[config.mk]
export PLATFORM = sky130hd
export DESIGN_NAME = bib_regs
export DESIGN_NICKNAME = d
export VERILOG_FILES = /design/src/hdl/bib_regs_pkg.sv /design/src/hdl/bib_regs.sv
export VERILOG_INCLUDE_DIRS = /design/src /design/src/hdl
export SDC_FILE = /design/constraint.sdc
export NUM_CORES = 1
export LEC_CHECK = 0
export BUFFER_PORTS_ARGS = -buffer_cell sky130_fd_sc_hd__buf_4
export CELL_PAD_IN_SITES_DETAIL_PLACEMENT = 0
export CELL_PAD_IN_SITES_GLOBAL_PLACEMENT = 1
export CORE_AREA = 2 2 113 115
export DETAILED_ROUTE_END_ITERATION = 10
export DIE_AREA = 0 0 115 117
export PLACE_DENSITY = 0.82
export SLEW_MARGIN = 20
export SYNTH_ARGS = -nofsm -noshare
export SYNTH_HDL_FRONTEND = slang
export SYNTH_SLANG_ARGS = --single-unit
[constraint.sdc]
create_clock -name clk_sys_in -period 2.9 [get_ports clk_sys_in]
set_input_delay 0.58 -clock clk_sys_in [delete_from_list [all_inputs] [get_ports clk_sys_in]]
set_output_delay 0.58 -clock clk_sys_in [all_outputs]
set_load 0.02 [all_outputs]
[src/hdl/bib_regs_consts.svh]
// constants for the bus information block register bank
`ifndef BIB_REGS_CONSTS_SVH
`define BIB_REGS_CONSTS_SVH
`define BIB_ADDR_W 8
`define BIB_OPT_OFFSET 8'h20
`define BIB_UID_OFFSET 8'h24
`define BIB_STAT_OFFSET 8'h2C
`define BIB_LOAD_OFFSET 8'h30
`define BIB_OPT_RMC_BIT 31
`define BIB_OPT_CMC_BIT 30
`define BIB_OPT_ISC_BIT 29
`define BIB_OPT_BMC_BIT 28
`define BIB_OPT_PMC_BIT 27
`define BIB_OPT_ACC_HI 23
`define BIB_OPT_ACC_LO 16
`define BIB_OPT_MREQ_HI 15
`define BIB_OPT_MREQ_LO 12
`define BIB_OPT_GEN_HI 7
`define BIB_OPT_GEN_LO 6
`define BIB_OPT_SPD_HI 2
`define BIB_OPT_SPD_LO 0
`define BIB_OPT_WMASK 32'hF8FFF0C0
`define BIB_SPD_CODE 3'h2
`define BIB_MREQ_RESET 4'hA
`define BIB_MREQ_MIN 4'h8
`define BIB_UID_RESET 32'h00000000
`endif

[src/hdl/bib_regs_pkg.sv]
// types for the bus information block register bank
package bib_regs_pkg;
  typedef logic [31:0] bib_word_t;
  typedef logic [7:0] bib_addr_t;
  typedef enum logic [1:0] {
    BIB_UID_OPEN = 2'b00,
    BIB_UID_LOCKED = 2'b01
  } bib_uid_state_e;
endpackage

[src/hdl/bib_regs.sv]
// bus options and upper identifier register bank
//
// Decided for this implementation: strobed register access.
`timescale 1ns/1ps
`include "bib_regs_consts.svh"
module bib_regs (
  input wire logic clk_sys_in,
  input wire logic srst_in,
  input wire logic soft_rst_in,
  input wire logic host_bus_rst_in,
  input wire logic eeprom_present_in,
  input wire logic eeprom_load_in,
  input wire bib_regs_pkg::bib_word_t eeprom_data_in,
  input wire bib_regs_pkg::bib_addr_t addr_in,
  input wire bib_regs_pkg::bib_word_t wdata_in,
  input wire logic wr_in,
  input wire logic rd_in,
  input wire logic link_active_bit_in,
  input wire logic rx_blk_wr_in,
  input wire logic [15:0] rx_blk_len_in,
  output bib_regs_pkg::bib_word_t rdata_out,
  output logic [31:0] unique_identifier_out,
  output logic uid_locked_out,
  output logic ack_type_error_out
);
  import bib_regs_pkg::*;

  bib_word_t opt_reg;
  bib_word_t uid_reg;
  bib_uid_state_e uid_state_reg;
  logic locked_reg;
  bib_word_t rdata_reg;
  logic ack_err_reg;
  logic rst_s1_reg;
  logic rst_s2_reg;
  logic rst_s3_reg;
  logic ee_s1_reg;
  logic ee_s2_reg;
  logic ld_s1_reg;
  logic ld_s2_reg;
  logic link_s1_reg;
  logic link_s2_reg;
  logic bus_rst_pulse;
  logic fw_load;
  logic ee_load;
  bib_word_t opt_view;
  bib_word_t opt_next;

  // byte count for a max request code
  function automatic logic [16:0] mreq_bytes(input logic [3:0] code);
    mreq_bytes = 17'h00001 << (5'(code) + 5'h01);
  endfunction

  // pins cross into the system clock
  always_ff @(posedge clk_sys_in)
  begin
    if (srst_in)
    begin
      rst_s1_reg <= 1'b0;
      rst_s2_reg <= 1'b0;
      rst_s3_reg <= 1'b0;
      ee_s1_reg <= 1'b0;
      ee_s2_reg <= 1'b0;
      ld_s1_reg <= 1'b0;
      ld_s2_reg <= 1'b0;
      link_s1_reg <= 1'b0;
      link_s2_reg <= 1'b0;
    end
    else
    begin
      rst_s1_reg <= host_bus_rst_in;
      rst_s2_reg <= rst_s1_reg;
      rst_s3_reg <= rst_s2_reg;
      ee_s1_reg <= eeprom_present_in;
      ee_s2_reg <= ee_s1_reg;
      ld_s1_reg <= eeprom_load_in;
      ld_s2_reg <= ld_s1_reg;
      link_s1_reg <= link_active_bit_in;
      link_s2_reg <= link_s1_reg;
    end
  end

  assign bus_rst_pulse = rst_s2_reg && !rst_s3_reg;
  assign ee_load = ee_s2_reg && ld_s2_reg;
  assign fw_load = !ee_s2_reg && wr_in && (addr_in == `BIB_LOAD_OFFSET);

  always_comb
  begin
    opt_view = opt_reg & `BIB_OPT_WMASK;
    opt_view[`BIB_OPT_SPD_HI:`BIB_OPT_SPD_LO] = `BIB_SPD_CODE;
  end

  always_comb
  begin
    opt_next = opt_reg;
    if (wr_in && addr_in == `BIB_OPT_OFFSET)
    begin
      opt_next = wdata_in & `BIB_OPT_WMASK;
      if (wdata_in[`BIB_OPT_MREQ_HI:`BIB_OPT_MREQ_LO] < `BIB_MREQ_MIN)
      begin
        opt_next[`BIB_OPT_MREQ_HI:`BIB_OPT_MREQ_LO] = opt_reg[`BIB_OPT_MREQ_HI:`BIB_OPT_MREQ_LO];
      end
    end
  end

  // hard reset value of max request
  always_ff @(posedge clk_sys_in)
  begin
    if (srst_in)
    begin
      opt_reg <= {16'h0000, `BIB_MREQ_RESET, 12'h000};
    end
    else if (soft_rst_in)
    begin
      opt_reg <= opt_reg & {16'h0000, 4'hF, 12'h000};
    end
    else
    begin
      opt_reg <= opt_next;
    end
  end

  always_ff @(posedge clk_sys_in)
  begin
    if (srst_in)
    begin
      uid_reg <= `BIB_UID_RESET;
      uid_state_reg <= BIB_UID_LOCKED;
    end
    else if (bus_rst_pulse)
    begin
      uid_state_reg <= BIB_UID_OPEN;
    end
    else
    begin
      case (uid_state_reg)
        BIB_UID_OPEN:
        begin
          if (ee_load)
          begin
            uid_reg <= eeprom_data_in;
            uid_state_reg <= BIB_UID_LOCKED;
          end
          else if (fw_load)
          begin
            uid_reg <= wdata_in;
            uid_state_reg <= BIB_UID_LOCKED;
          end
        end
        BIB_UID_LOCKED:
        begin
          uid_state_reg <= BIB_UID_LOCKED;
        end
        default:
        begin
          uid_state_reg <= BIB_UID_LOCKED;
        end
      endcase
    end
  end

  // lock flag kept as a flop for the output
  always_ff @(posedge clk_sys_in)
  begin
    if (srst_in)
    begin
      locked_reg <= 1'b1;
    end
    else if (bus_rst_pulse)
    begin
      locked_reg <= 1'b0;
    end
    else if (uid_state_reg != BIB_UID_LOCKED)
    begin
      locked_reg <= (uid_state_reg != BIB_UID_OPEN) || ee_load || fw_load;
    end
  end

  always_ff @(posedge clk_sys_in)
  begin
    if (srst_in)
    begin
      rdata_reg <= 32'h00000000;
    end
    else if (rd_in)
    begin
      case (addr_in)
        `BIB_OPT_OFFSET: rdata_reg <= opt_view;
        `BIB_UID_OFFSET: rdata_reg <= uid_reg;
        `BIB_STAT_OFFSET: rdata_reg <= {29'h00000000, link_s2_reg, ee_s2_reg, uid_state_reg == BIB_UID_LOCKED};
        default: rdata_reg <= 32'h00000000;
      endcase
    end
    else
    begin
      rdata_reg <= 32'h00000000;
    end
  end

  always_ff @(posedge clk_sys_in)
  begin
    if (srst_in)
    begin
      ack_err_reg <= 1'b0;
    end
    else
    begin
      ack_err_reg <= rx_blk_wr_in && ({1'b0, rx_blk_len_in} > mreq_bytes(opt_reg[`BIB_OPT_MREQ_HI:`BIB_OPT_MREQ_LO]));
    end
  end

  assign rdata_out = rdata_reg;
  assign unique_identifier_out = uid_reg;
  assign uid_locked_out = locked_reg;
  assign ack_type_error_out = ack_err_reg;
endmodule // bib_regs

==> results.yml <==
logic_synthesis:
  synthesis.nets: 540
  synth_top_family_by_area: "compound AO/OA/AOI/OAI gates"
  synth_top_area_share_pct: 45.0
  synth_common_cells: "dfxtp_1, mux2i_1, nor2_1"
  async_reset_ff_share_pct: 0
  yosys_register_bits: 95
  synth_xor_area_share_pct: 0
  synth.mux.area_fraction_pct: 12.3
  synth_seq_area_share_pct: 45.0
  synthFlopType: "dfxtp_1"
  synth.area.top_cells: "dfxtp_1, mux2i_1, ha_1"
  ys_warn_count: 0
  synth_compound_area_share_pct: 17.6
  post-synth-top-area-cell: "dfxtp_1"
  synth_edf_count: 0
  ys_types: 44
  netlist_instances: 426
  synth-simple-area-share_pct: 15.4
  netlist_area_sq_um: 4220
  postSynthAreaPerCell_sq_um: 9.92
  synthAdderAreaFrac_pct: 4.74
  synth.most_common_cell: "dfxtp_1"
timing:
  setup_violations: 0
  tightestPinTransition_ns: 0.582
  hold_violations: 0
  setup_tns_ns: 0
  slew_headroom_pct: 61.2
  whs_ns: 0.439
  fin_crit_ns: 2.34
  finalClockSkew_ns: 0.00733
  max_freq_mhz: 427
  post-route-period-util_pct: 80.8
  rsz0062_at_grt: "false"
  maxSlewViolCount: 0
clock_network:
  cts_root_buf: "clkbuf_16"
  cts-buffers-inserted: 9
  cts_sinks: 95
  cts_hold_buf: 0
  cts_setup_buffers: 0
  cts_buffer_depth: 2
  clk_pin_slew_ns: 0.07
  cts_tree: "done"
  cts.repair.resized: 0
  clock_latency_ns: 0.33
  cts.htree.levels: 3
pwr:
  power.leakage_nw: 2.59
  finalPower_mw: 2.88
  vdd_drop_max_v: 0.000318
  pwr_density_cell_nw_per_um2: 488
worst_setup_path:
  crit_required_ns: 3.16
  crit_type: "in2reg"
  crit_path_end_kind: "flop"
  worst-path-max-fanout: 15
  path_common_cell: "buf_4"
  critPathArrivalTime_ns: 2.60
  startpoint_type: "input pin"
  r2r_cells: 7
  critPathSlowestCell: "or4b_1"
  crit_path_cell_trace: "buf_4 > or4b_1 > nor3_1 > o211ai_1 > buf_4 > nor2_1"
  max_stage_delay_ns: 0.74
final_layout:
  final_cell_count_no_fill: 732
  design_area_sq_um: 5910
  syn2layout_area_growth_pct: 40.0
  nets: 692
  drive_gt1_share_pct: 36.1
  antennaDiodeCount: 0
placement:
  place_congestion: 0.781
  placed_area_sq_um: 5580
  dpl.cell_count: 717
  dpl.hpwl_mm: 8.98
  numPortBuffers: 163
floorplanning:
  fp.dieH_um: 117
  coreArea_sq_um: 12300
  start_util_pct: 34.3
  die_area_sq_um: 13500
  pin_count: 164
  rows: 41
  chipWidth_um: 115
global_routing:
  grt_first_pass_wirelength_mm: 18.7
  grt_pass1_vias: 3630
  grt_max_degree: 52
  grt_usage_pct: 18.0
  overflow: 0
  antenna_found_initial: 0
drt:
  vias: 3727
  drt_pass1_iterations: 4
  ant_nets: 0
  via_per_inst: 5.09
  drt-initial-drc-count: 194
  wl_per_cell_um: 16.5
  drc_errors: 0
  wirelength_mm: 12.1
hold_path:
  holdPathStages: 1
  hold_class: "reg2reg"
job:
  cap_violations: 0
status:
  status: "finished, final reports clean"
layout make-up:
| type | instances | area [sq um] |
|---|---|---|
| inverter | 4 | 15.0 |
| multi-input combinational | 292 | 2140 |
| fill | 1207 | 6400 |
| clock inverter | 5 | 106 |
| sequential | 95 | 1900 |
| clock buffer | 10 | 229 |
| tap | 150 | 188 |
| timing repair buffer | 176 | 1330 |
where the power goes:
part | leakage, nW | switching [mW] | internal [mW]
Sequential | 0.767 | 0.00498 | 1.31
Combinational | 1.66 | 0.104 | 0.128
Clock | 0.159 | 0.493 | 0.842
Total | 2.59 | 0.602 | 2.28
worst paths after layout:
check,startpoint,to,slack (ns)
setup / recovery,addr_in[0],rdata_out[27]$_SDFF_PP0_,0.56
hold / removal,ld_s1_reg$_SDFF_PP0_,ld_s2_reg$_SDFF_PP0_,0.44
setup reg to reg,opt_reg[14]$_SDFFE_PP0P_,ack_type_error_out$_SDFF_PP0_,0.69
hold reg to reg,ld_s1_reg$_SDFF_PP0_,ld_s2_reg$_SDFF_PP0_,0.44
metrics by stage:
step | setup slack, ns | util [%]
floorplan | 0.503 | -
global placement | 0.308 | 45.3
detailed placement | 0.268 | 45.3
CTS | 0.605 | 48.0
global route | 0.435 | 48.0
finish | 0.557 | 48.0
cells by family after synthesis:
kind of cell               Yosys count
AOI/OAI and AO/OA                  100
adders and majority gates           16
buffers and inverters               39
DFF                                 95
muxes                               52
other                                1
and+or+nand+nor                    123
worst max-delay path, delay by kind of cell:
family	cells	cell delay (ns)
AND/OR/NAND/NOR	3	1.27
AO/OA/AOI/OAI	1	0.33
buffers and inverters	2	0.41
per-layer routing:
metal	global-route usage [%]	part of all wire (%)	vias to the layer above
li1	-	-	1839
met1	22.5	44	1766
met2	31.8	51	114
met3	3.55	4.8	8
met4	4.42	0.90	0
met5	0	0	-
layout by cell type (no fill, tap or decap), types with 10 or more instances in the layout:
cell type / Yosys / routed
ha_1: 16 / 16
nor2_1: 46 / 46
nor2b_1: 15 / 15
nand2_1: 16 / 15
a32oi_1: 12 / 12
and2_1: 12 / 11
mux2i_1: 52 / 52
a21oi_1: 38 / 37
buf_4: 4 / 175
a211oi_2: 10 / 10
a211oi_1: 22 / 22
dfxtp_1: 95 / 95
(Power assumes the default switching activity.)
